`src/core/synth_defines.svh`:
```
// field positions, codes and reset values of the synthesizer control latches
// assumes a 32-bit word per latch, control field in the low bits
`ifndef SYNTH_DEFINES_SVH
`define SYNTH_DEFINES_SVH

`define SYN_NUM_LATCH     6
`define SYN_WORD_BITS     32
`define SYN_ADDR_HI       2
`define SYN_ADDR_LO       0
`define SYN_LATCH_RST     32'h0000_0000

`define SYN_REG_FREQ      3'h0
`define SYN_REG_MODPH     3'h1
`define SYN_REG_MISC      3'h2
`define SYN_REG_RESYNC    3'h3

`define SYN_MODE_HI       16
`define SYN_MODE_LO       15
`define SYN_MODE_RESYNC   2'h2

`define SYN_DIV_HI        14
`define SYN_DIV_LO        3
`define SYN_MOD_HI        14
`define SYN_MOD_LO        3
`define SYN_PHASE_HI      26
`define SYN_PHASE_LO      15

`define SYN_DITHER_BIT    29
`define SYN_STAT_HI       28
`define SYN_STAT_LO       26
`define SYN_STAT_LOCK     3'h6

`endif

```
`src/core/synth_pkg.sv`:
```
// types shared by the synthesizer serial load and phase resync logic
// assumes the constants header for field positions
package synth_pkg;
    typedef struct packed {
        logic [1:0]  mode;
        logic [11:0] clk_div;
    } resync_cfg_s;

    typedef enum logic [2:0] {
        RS_IDLE   = 3'b001,
        RS_FIRST  = 3'b010,
        RS_SECOND = 3'b100
    } resync_state_e;
endpackage

```
`src/core/synth_serial_load_phase_resync.sv`:
```
// serial latch loader, resync timer, phase seed and status output of the synthesizer
// assumes every pin input is asynchronous to mclk and far slower than it
`timescale 1ns/1ps
`include "synth_defines.svh"

// Summary of operation
// resync on when mode field is one-zero
// sync period is divider times modulus times reference
// divider from resync latch, range 1 to 4095
// modulus from latch one bits 14:3
// realign on second sync after strobe rise
// host keeps interval above loop settling time
// phase word sets output phase in modulus steps
// without dither, phase word seeds the modulator
// host keeps phase word fixed without lookup
// shift on rising serial clock, latch on strobe
// host sends one 32-bit word per strobe
// host uses clock phase zero
// host writes latches five down to zero
// chip enable and multiplexed status output
// low three bits select the latch
// words arrive most significant bit first
module synth_serial_load_phase_resync (
    input  wire logic                        mclk,
    input  wire logic                        rst,
    input  wire logic                        ser_clk,
    input  wire logic                        ser_data,
    input  wire logic                        latch_strobe,
    input  wire logic                        ref_clk,
    input  wire logic                        chip_enable,
    input  wire logic                        lock_detect,
    output logic [`SYN_NUM_LATCH-1:0][31:0]  latch_r,
    output logic                             resync_active_r,
    output logic                             sync_pulse_r,
    output logic                             realign_pulse_r,
    output logic [11:0]                      phase_word_r,
    output logic [11:0]                      sdm_seed_r,
    output logic                             sdm_seed_load_r,
    output logic                             multiplexed_status_output,
    output logic                             power_down_r
);
    // ------------------------------------------------------------
    // pin synchronisers
    // ------------------------------------------------------------
    logic [5:0] pin_s1_r;
    logic [5:0] pin_s2_r;
    logic [2:0] pin_d_r;
    always_ff @(posedge mclk or posedge rst) begin
        if (rst) begin
            // strobe idles high: its stages reset high so no false commit follows reset
            pin_s1_r <= 6'h04;
            pin_s2_r <= 6'h04;
            pin_d_r  <= 3'h2;
        end else begin
            pin_s1_r <= {lock_detect, chip_enable, ref_clk, latch_strobe, ser_data, ser_clk};
            pin_s2_r <= pin_s1_r;
            pin_d_r  <= pin_s2_r[3:0] == 4'h0 ? 3'h0 : {pin_s2_r[3], pin_s2_r[2], pin_s2_r[0]};
        end
    end

    wire sclk_rise = pin_s2_r[0] & ~pin_d_r[0];
    wire data_s    = pin_s2_r[1];
    wire le_rise   = pin_s2_r[2] & ~pin_d_r[1];
    wire ref_rise  = pin_s2_r[3] & ~pin_d_r[2];
    wire ce_s      = pin_s2_r[4];
    wire lock_s    = pin_s2_r[5];

    // ------------------------------------------------------------
    // serial shift register and latches
    // ------------------------------------------------------------
    logic [31:0] shift_r;
    wire  [2:0]  word_addr = shift_r[`SYN_ADDR_HI:`SYN_ADDR_LO];
    wire         addr_ok   = word_addr < 3'(`SYN_NUM_LATCH);
    wire         freq_load = le_rise & (word_addr == `SYN_REG_FREQ);

    always_ff @(posedge mclk or posedge rst) begin
        if (rst) begin
            shift_r <= `SYN_LATCH_RST;
        end else if (sclk_rise) begin
            shift_r <= {shift_r[30:0], data_s};
        end
    end

    // extra bits beyond 32 simply fall off the top, so only the last word counts
    always_ff @(posedge mclk or posedge rst) begin
        if (rst) begin
            latch_r <= {`SYN_NUM_LATCH{`SYN_LATCH_RST}};
        end else if (le_rise && addr_ok) begin
            latch_r[word_addr] <= shift_r;
        end
    end

    // ------------------------------------------------------------
    // field decode
    // ------------------------------------------------------------
    synth_pkg::resync_cfg_s cfg;
    assign cfg.mode    = latch_r[`SYN_REG_RESYNC][`SYN_MODE_HI:`SYN_MODE_LO];
    assign cfg.clk_div = latch_r[`SYN_REG_RESYNC][`SYN_DIV_HI:`SYN_DIV_LO];
    wire [11:0] mod_w   = latch_r[`SYN_REG_MODPH][`SYN_MOD_HI:`SYN_MOD_LO];
    wire [11:0] phase_w = latch_r[`SYN_REG_MODPH][`SYN_PHASE_HI:`SYN_PHASE_LO];
    wire        dither  = latch_r[`SYN_REG_MISC][`SYN_DITHER_BIT];
    wire [2:0]  stat_w  = latch_r[`SYN_REG_MISC][`SYN_STAT_HI:`SYN_STAT_LO];
    wire        resync_en = (cfg.mode == `SYN_MODE_RESYNC) & ce_s;

    // ------------------------------------------------------------
    // resync timer: modulus counter inside divider counter
    // ------------------------------------------------------------
    function automatic logic at_last(input logic [11:0] cnt, input logic [11:0] lim);
        at_last = cnt >= 12'(lim - 12'h001);
    endfunction

    logic [11:0] mod_cnt_r;
    logic [11:0] div_cnt_r;
    wire mod_wrap  = at_last(mod_cnt_r, mod_w);
    wire div_wrap  = at_last(div_cnt_r, cfg.clk_div);
    // a zero divider or modulus gives no pulses at all
    wire cnt_ok    = (cfg.clk_div != 12'h000) & (mod_w != 12'h000);
    wire sync_tick = resync_en & cnt_ok & ref_rise & mod_wrap & div_wrap;

    always_ff @(posedge mclk or posedge rst) begin
        if (rst) begin
            mod_cnt_r <= 12'h000;
            div_cnt_r <= 12'h000;
        end else if (!resync_en || !cnt_ok) begin
            mod_cnt_r <= 12'h000;
            div_cnt_r <= 12'h000;
        end else if (ref_rise) begin
            mod_cnt_r <= mod_wrap ? 12'h000 : 12'(mod_cnt_r + 12'h001);
            if (mod_wrap) begin
                div_cnt_r <= div_wrap ? 12'h000 : 12'(div_cnt_r + 12'h001);
            end
        end
    end

    // ------------------------------------------------------------
    // realignment sequencer
    // ------------------------------------------------------------
    synth_pkg::resync_state_e st_r;
    synth_pkg::resync_state_e st_nxt;
    always_comb begin
        st_nxt = st_r;
        case (st_r)
            synth_pkg::RS_IDLE:   st_nxt = st_r;
            synth_pkg::RS_FIRST:  if (sync_tick) st_nxt = synth_pkg::RS_SECOND;
            synth_pkg::RS_SECOND: if (sync_tick) st_nxt = synth_pkg::RS_IDLE;
            default:              st_nxt = synth_pkg::RS_IDLE;
        endcase
        // a fresh frequency load restarts the count of sync pulses
        if (freq_load) st_nxt = synth_pkg::RS_FIRST;
        if (!resync_en) st_nxt = synth_pkg::RS_IDLE;
    end
    wire realign_now = (st_r == synth_pkg::RS_SECOND) & sync_tick & resync_en & ~freq_load;

    always_ff @(posedge mclk or posedge rst) begin
        if (rst) begin
            st_r            <= synth_pkg::RS_IDLE;
            resync_active_r <= 1'b0;
            sync_pulse_r    <= 1'b0;
            realign_pulse_r <= 1'b0;
        end else begin
            st_r            <= st_nxt;
            resync_active_r <= resync_en;
            sync_pulse_r    <= sync_tick;
            realign_pulse_r <= realign_now;
        end
    end

    // ------------------------------------------------------------
    // phase, modulator seed, power and status
    // ------------------------------------------------------------
    always_ff @(posedge mclk or posedge rst) begin
        if (rst) begin
            phase_word_r              <= 12'h000;
            sdm_seed_r                <= 12'h000;
            sdm_seed_load_r           <= 1'b0;
            power_down_r              <= 1'b1;
            multiplexed_status_output <= 1'b0;
        end else begin
            phase_word_r    <= phase_w;
            sdm_seed_load_r <= freq_load & ~dither;
            if (freq_load && !dither) begin
                sdm_seed_r <= phase_w;
            end
            power_down_r              <= ~ce_s;
            multiplexed_status_output <= (stat_w == `SYN_STAT_LOCK) & lock_s & ce_s;
        end
    end

    // ------------------------------------------------------------
    // checks
    // ------------------------------------------------------------
    logic [23:0] ref_since_r;
    logic        clean_r;
    logic [1:0]  ticks_since_load_r;
    // sync pulses seen since the last frequency load, 3 = not armed
    always_ff @(posedge mclk or posedge rst) begin
        if (rst) begin
            ticks_since_load_r <= 2'h3;
        end else if (!resync_en) begin
            ticks_since_load_r <= 2'h3;
        end else if (freq_load) begin
            ticks_since_load_r <= 2'h0;
        end else if (sync_tick && ticks_since_load_r != 2'h3) begin
            ticks_since_load_r <= 2'(ticks_since_load_r + 2'h1);
        end
    end

    always_ff @(posedge mclk or posedge rst) begin
        if (rst) begin
            ref_since_r <= 24'h00_0000;
            clean_r     <= 1'b0;
        end else begin
            if (sync_tick || !resync_en) ref_since_r <= 24'h00_0000;
            else if (ref_rise) ref_since_r <= 24'(ref_since_r + 24'h00_0001);
            clean_r <= sync_tick ? 1'b1 : ((le_rise || !resync_en) ? 1'b0 : clean_r);
        end
    end

    a_sync_needs_mode: assert property (@(posedge mclk) disable iff (rst)
        sync_pulse_r |-> $past(cfg.mode) == `SYN_MODE_RESYNC && resync_active_r)
        else $error("sync pulse without resync mode");
    a_sync_period: assert property (@(posedge mclk) disable iff (rst)
        sync_tick && clean_r && !le_rise |-> 24'(ref_since_r + 24'h00_0001) == cfg.clk_div * mod_w)
        else $error("sync period differs from divider times modulus");
    a_div_zero_quiet: assert property (@(posedge mclk) disable iff (rst)
        cfg.clk_div == 12'h000 |-> !sync_tick)
        else $error("sync pulse with zero divider");
    a_mod_count_bound: assert property (@(posedge mclk) disable iff (rst)
        resync_en && cnt_ok && $stable(mod_w) |=> mod_cnt_r < mod_w || !$stable(mod_w))
        else $error("modulus counter beyond modulus");
    a_realign_second: assert property (@(posedge mclk) disable iff (rst)
        sync_tick && !freq_load && ticks_since_load_r == 2'h0 |=> !realign_pulse_r)
        else $error("realign on first sync pulse");
    a_realign_on_second: assert property (@(posedge mclk) disable iff (rst)
        sync_tick && !freq_load && ticks_since_load_r == 2'h1 |=> realign_pulse_r)
        else $error("no realign on second sync pulse");
    a_realign_cause: assert property (@(posedge mclk) disable iff (rst)
        realign_pulse_r |-> $past(st_r) == synth_pkg::RS_SECOND && sync_pulse_r)
        else $error("realign without second sync pulse");
    a_phase_follow: assert property (@(posedge mclk) disable iff (rst)
        le_rise && word_addr == `SYN_REG_MODPH |=> ##1 phase_word_r == $past(shift_r[`SYN_PHASE_HI:`SYN_PHASE_LO], 2))
        else $error("phase output not updated from latch one");
    a_seed_load: assert property (@(posedge mclk) disable iff (rst)
        freq_load && !dither |=> sdm_seed_load_r && sdm_seed_r == $past(phase_w))
        else $error("modulator seed not taken from phase word");
    a_latch_write: assert property (@(posedge mclk) disable iff (rst)
        le_rise && addr_ok |=> latch_r[$past(word_addr)] == $past(shift_r))
        else $error("latch not loaded from shift register");
    a_bad_addr_kept: assert property (@(posedge mclk) disable iff (rst)
        le_rise && !addr_ok && !$past(le_rise) |=> $stable(latch_r))
        else $error("latch changed on unmapped control field");
    a_status_lock: assert property (@(posedge mclk) disable iff (rst)
        multiplexed_status_output |-> $past(stat_w) == `SYN_STAT_LOCK && !power_down_r)
        else $error("status output high outside lock mode");
endmodule

```
`config.mk`:
```
export PLATFORM = sky130hd
export DESIGN_NAME = synth_serial_load_phase_resync
export DESIGN_NICKNAME = d
export VERILOG_FILES = /design/src/core/synth_pkg.sv /design/src/core/synth_serial_load_phase_resync.sv
export VERILOG_INCLUDE_DIRS = /design/src /design/src/core
export SDC_FILE = /design/constraint.sdc
export NUM_CORES = 1
export LEC_CHECK = 0
export BUFFER_PORTS_ARGS = -buffer_cell sky130_fd_sc_hd__buf_2
export CAP_MARGIN = 5
export CORE_UTILIZATION = 40
export CTS_BUF_LIST = sky130_fd_sc_hd__clkbuf_4
export DETAILED_ROUTE_END_ITERATION = 10
export SLEW_MARGIN = 10
export SYNTH_ARGS = -nofsm -noshare
export SYNTH_HDL_FRONTEND = slang
export SYNTH_SLANG_ARGS = --single-unit
```
`constraint.sdc`:
```
create_clock -name mclk -period 17.5 [get_ports mclk]
set_input_delay 0.875 -clock mclk [delete_from_list [all_inputs] [get_ports mclk]]
set_output_delay 0.875 -clock mclk [all_outputs]
set_load 0.1 [all_outputs]
```
Word level (Yosys, flattened, before mapping)
Index checks and enable logic that the tools add are counted.
- eq/ne operators: 8
- order comparisons: 5
- bitwise gates (word level): 22
- $mul: 0
- div/mod/pow operators: 0
- muxes and demuxes: 16
- reductions and logical operators: 15
- shift-type cells: 0
- $add $sub $neg: 4
- operators by type and width (kind ; count):
    $bwmux W192 ; 1
    $demux W32 S3 ; 1
    $mux W12 ; 7
    $mux W32 ; 1
    $add A12 B1 Y12 const B ; 2
    $ge A12 B12 Y1 ; 2
    $reduce_bool A12 Y1 ; 2
    $sub A12 B1 Y12 const B ; 2
    $and A1 B1 Y1 ; 16
    $mux W3 ; 5
    $pmux W3 S3 ; 1
    $ne A4 B4 Y1 const B ; 2
    $eq A3 B3 Y1 const B ; 2
    $not A1 Y1 ; 6
    $logic_not A4 Y1 ; 1
    $lt A3 B4 Y1 const B ; 1
    $reduce_bool A2 Y1 ; 2
    $eq A3 B1 Y1 const B ; 1
    $eq A3 B2 Y1 const B ; 1
    $ge A3 B1 Y1 const B ; 1
    $logic_and A1 B1 Y1 ; 3
    $logic_not A1 Y1 ; 3
    $logic_not A3 Y1 ; 1
    $lt A3 B3 Y1 const B ; 1
    5 further kinds ; 5
- bits in writable memories: 0
- input bits: 8
- output and inout bits: 222
- bits in read-only memories: 0
- bits in latches: 0
- memories kept: 0
- bits in registers: 296

Logic depth before layout (Yosys ltp)
- word-level depth: 10
- depth in mapped cells: 13
- gate-level depth less buffers: 13

Worst setup path after synthesis
Ideal clock, no wire load.
- path type: register to register
- start: reg latch_r[42] (netlist bit)
- end: reg div_cnt_r[2]
- arrival: 3.646 ns
- clock period less this slack: 3.768 ns
- library setup time: 0.122 ns
- slack: 13.732 ns
- data required time: 17.378 ns
- path buffers: 1
- stages on the path, launching flop included: 12
- path through: dfrtp_1 > or4_4 > or2_4 > nor2_1 > xnor2_1 > ha_1 > nand4_1 > or4_1 > a31oi_1 > buf_2 > o21ai_0 > a32o_1
- longest elaborated chain between the ends: 6
- elaborated cells on any way between the ends: 10
- those cells by class: add/sub: 1; order compare: 1; mux: 1; bitwise: 1; reduce/logical: 6
- ends and longest elaborated chain (element ; line ; text):
    start, declared ; synth_serial_load_phase_resync.sv:32 ; output logic [`SYN_NUM_LATCH-1:0][31:0] latch_r,
    start signal, assigned ; synth_serial_load_phase_resync.sv:87 ; latch_r <= {`SYN_NUM_LATCH{`SYN_LATCH_RST}};
    start signal, assigned by index ; synth_serial_load_phase_resync.sv:89 ; latch_r[word_addr] <= shift_r;
    branches (longest 6 deep; another with $sub A12 B1 Y12) ; n/a ;
    end signal, assigned ; synth_serial_load_phase_resync.sv:130 ; div_cnt_r <= div_wrap ? 12'h000 : 12'(div_cnt_r + 12'h001);
    end, declared ; synth_serial_load_phase_resync.sv:113 ; logic [11:0] div_cnt_r;
Parallel ways; which one is timed is not known.
A chain may end at the register's enable or synchronous reset.

Worst setup path after layout
- start: reg latch_r[37] (netlist bit)
- end: reg div_cnt_r[4]
The elaborated chain is that of the path after synthesis.

==> results.ini <==
[timing]
tns_ps = 0
hold_violations = 0
period_share_pct = 23.21
hold_ws_ps = 284.2
maxSlewHeadroom_pct = 26.57
layout_min_cycle_time_ps = 4061
finClkSkew_ps = 59.51
setup_viol = 0
fmax_mhz = 246.3
tightest_slew_ps = 1096
final_max_slew_viol_count = 0
rsz0062_at_grt = false

[pwr]
power.density_nw_per_um2 = 162.3
p_leak_nw = 7.665
power_w = 0.002349
ir_drop_mv = 0.07738

[placement]
port-buffer-count = 229
hpwl_um = 19030
gp_congestion = 0.8224

[floorplanning]
dieArea_um2 = 30490
die_x_um = 174.6
core-area_um2 = 29010
io_pins = 230
row_count = 62
initial_core_util_pct = 41.08
die_h_um = 174.6

[outcome]
outcome = finished clean

[global_route]
grt_antenna_before_repair = 2
grt_start_max_net_pins = 172
grt_pass1_wl_um = 47000
grt_usage_pct = 19.81
grt_pass1_vias = 8243
grt-ovfl-total = 0

[synthesis]
synthMuxAreaShare_pct = 20.68
syn_nets = 871
synth_edf_count = 0
syn_area_per_cell_um2 = 14.29
yosysWarningCount = 0
synth_fa_ha_area_share_pct = 3.045
synth_top_family_by_area = multiplexers
synth_top_area_cell = dfrtp_1
syn_area_um2 = 11920
synth_area_leaders = dfrtp_1 (61%), mux2_2 (21%), ha_1 (3.0%)
ys_seq_area_share_pct = 62.20
synth_cell_types = 52
synth_compound_gate_area_share_pct = 3.349
synthSimpleGateAreaFrac_pct = 6.856
synth_cells = 834
synth-xor-area-share_pct = 2.205
ys_ff_latch = 296
synthArstFlopShare_pct = 100.0
synth_flop_cell = dfrtp_1
netlist.area_leader.share_pct = 61.10

[hold_path]
holdCritPathClass = in2reg

[cts]
hold_buffers = 0
path_clk_slew_ps = 60
cts_buffer_depth = 3
post_cts_buffers = 0
root_buffer = clkbuf_4
cts_buffers = 81
cts.repair.resized = 0
h-tree-depth = 3
clock_latency_ps = 700
cts.sinks = 296
cts_tree = done

[drt]
drt-initial-drc-count = 267
ant_nets = 0
dr.pass1.iters = 4
via_count = 7825
wl_per_cell_um = 18.87
routed_via_density = 5.035
wirelength_um = 29330
drc = 0

[run]
cap_violations = 0

[finish]
layout_commonest_cell = dfrtp_1
nets = 1153
drive_gt1_share_pct = 51.63
layout_common_cells = dfrtp_1 (291), buf_2 (229), mux2_2 (217), clkbuf_4 (117), nor2_1 (33)
syn2layout_area_growth_pct = 21.46

[worst_setup_path]
cp-end-kind = flip-flop
cp.arrival_ps = 4600
critPathLaunchType = flip-flop
path_max_fanout = 14
critPathKind = reg2reg
cp.required_ps = 18040

cell usage after synthesis, types with 6 or more instances:
cell type,number
dfrtp_1,291
mux2_2,217
nor2_1,34
ha_1,29
clkbuf_1,26
nand2_1,20
nand3_1,20
xnor2_1,18
o21ai_0,16
xor2_1,12
and2_1,10
inv_1,10
nand2b_1,10
a21oi_1,8
nand4_1,8
or3_1,8
nor2b_1,7
nor3_1,7
nor4_1,7
nor3b_1,6
layout make-up:
class | count | area (µm²)
clock buffers | 117 | 878.3
well taps | 384 | 480.5
clock inverters | 18 | 103.9
inverters | 10 | 45.04
flip-flops and latches | 296 | 7413
repair buffers | 237 | 1219
diodes | 2 | 5.005
multi-input cells | 490 | 4330
fillers | 2623 | 14540
logic make-up after synthesis:
logic type | count (synthesis)
flip-flops | 296
multiplexers | 219
AND/OR/NAND/NOR | 154
AO/OA/AOI/OAI | 58
buffers and inverters | 48
XOR/XNOR | 30
adder cells (fa/ha/maj) | 29
state kept, by name, summed over array words and instances (netlist names):
name and flops:
pin_s2_r 6, mod_cnt_r 12, phase_word_r 12, shift_r 32, power_down_r 1, resync_active_r 1
div_cnt_r 12, sync_pulse_r 1, multiplexed_status_output 1, sdm_seed_r 12, pin_s1_r 6, realign_pulse_r 1
st_r 3, pin_d_r 3, sdm_seed_load_r 1, latch_r 192
critical path: stages, from the launching register on:
cell	delay, ps
dfrtp_1	420
nor2_1	200
nand3_1	140
or3_1	420
nor4_1	260
xnor2_1	110
ha_1	300
nand4_1	160
or4_1	580
a31oi_1	800
o21ai_0	230
a32o_1	330
metrics by stage:
stage          instances  instance area [µm²]  util (%)  setup WS, ps
6_report            1554                14480     49.89         13440
5_1_grt             1554                14480     49.89         13180
4_1_cts             1552                14470     49.87         13440
3_5_place_dp        1417                13490     46.49         13470
3_3_place_gp        1417                13490     46.49         13620
2_1_floorplan        834                11920         -          8457
power by group:
part	switching, W	total (W)	internal, W	leakage, nW
sequential	0.0000912	0.000862	0.000771	3.99
clock	0.000288	0.000597	0.000309	0.582
combinational	0.000695	0.000891	0.000196	3.09
total	0.00107	0.00235	0.00128	7.67
layer usage:
metal / wire, µm / global-route usage [%] / part of all wire, % / up-vias
li1: - / - / - / 3578
met1: 12970 / 26.23 / 44 / 3930
met2: 13280 / 30.01 / 45 / 267
met3: 2366 / 6.549 / 8.1 / 50
met4: 714 / 7.899 / 2.4 / 0
met5: 0 / 0 / 0 / -
path summary, 6_finish.rpt:
kind	from	to	slack, ps	cells after the start
worst min register to register	pin_s1_r[5]	pin_s2_r[5]	350	0
min in group asynchronous	rst	latch_r[77]	370	2
worst max register to register	latch_r[37]	div_cnt_r[4]	13440	11
worst min-delay path	ser_clk	pin_s1_r[0]	280	1
max in group asynchronous	rst	shift_r[30]	15770	3
worst max-delay path	latch_r[37]	div_cnt_r[4]	13440	11
(Power assumes the default switching activity.)
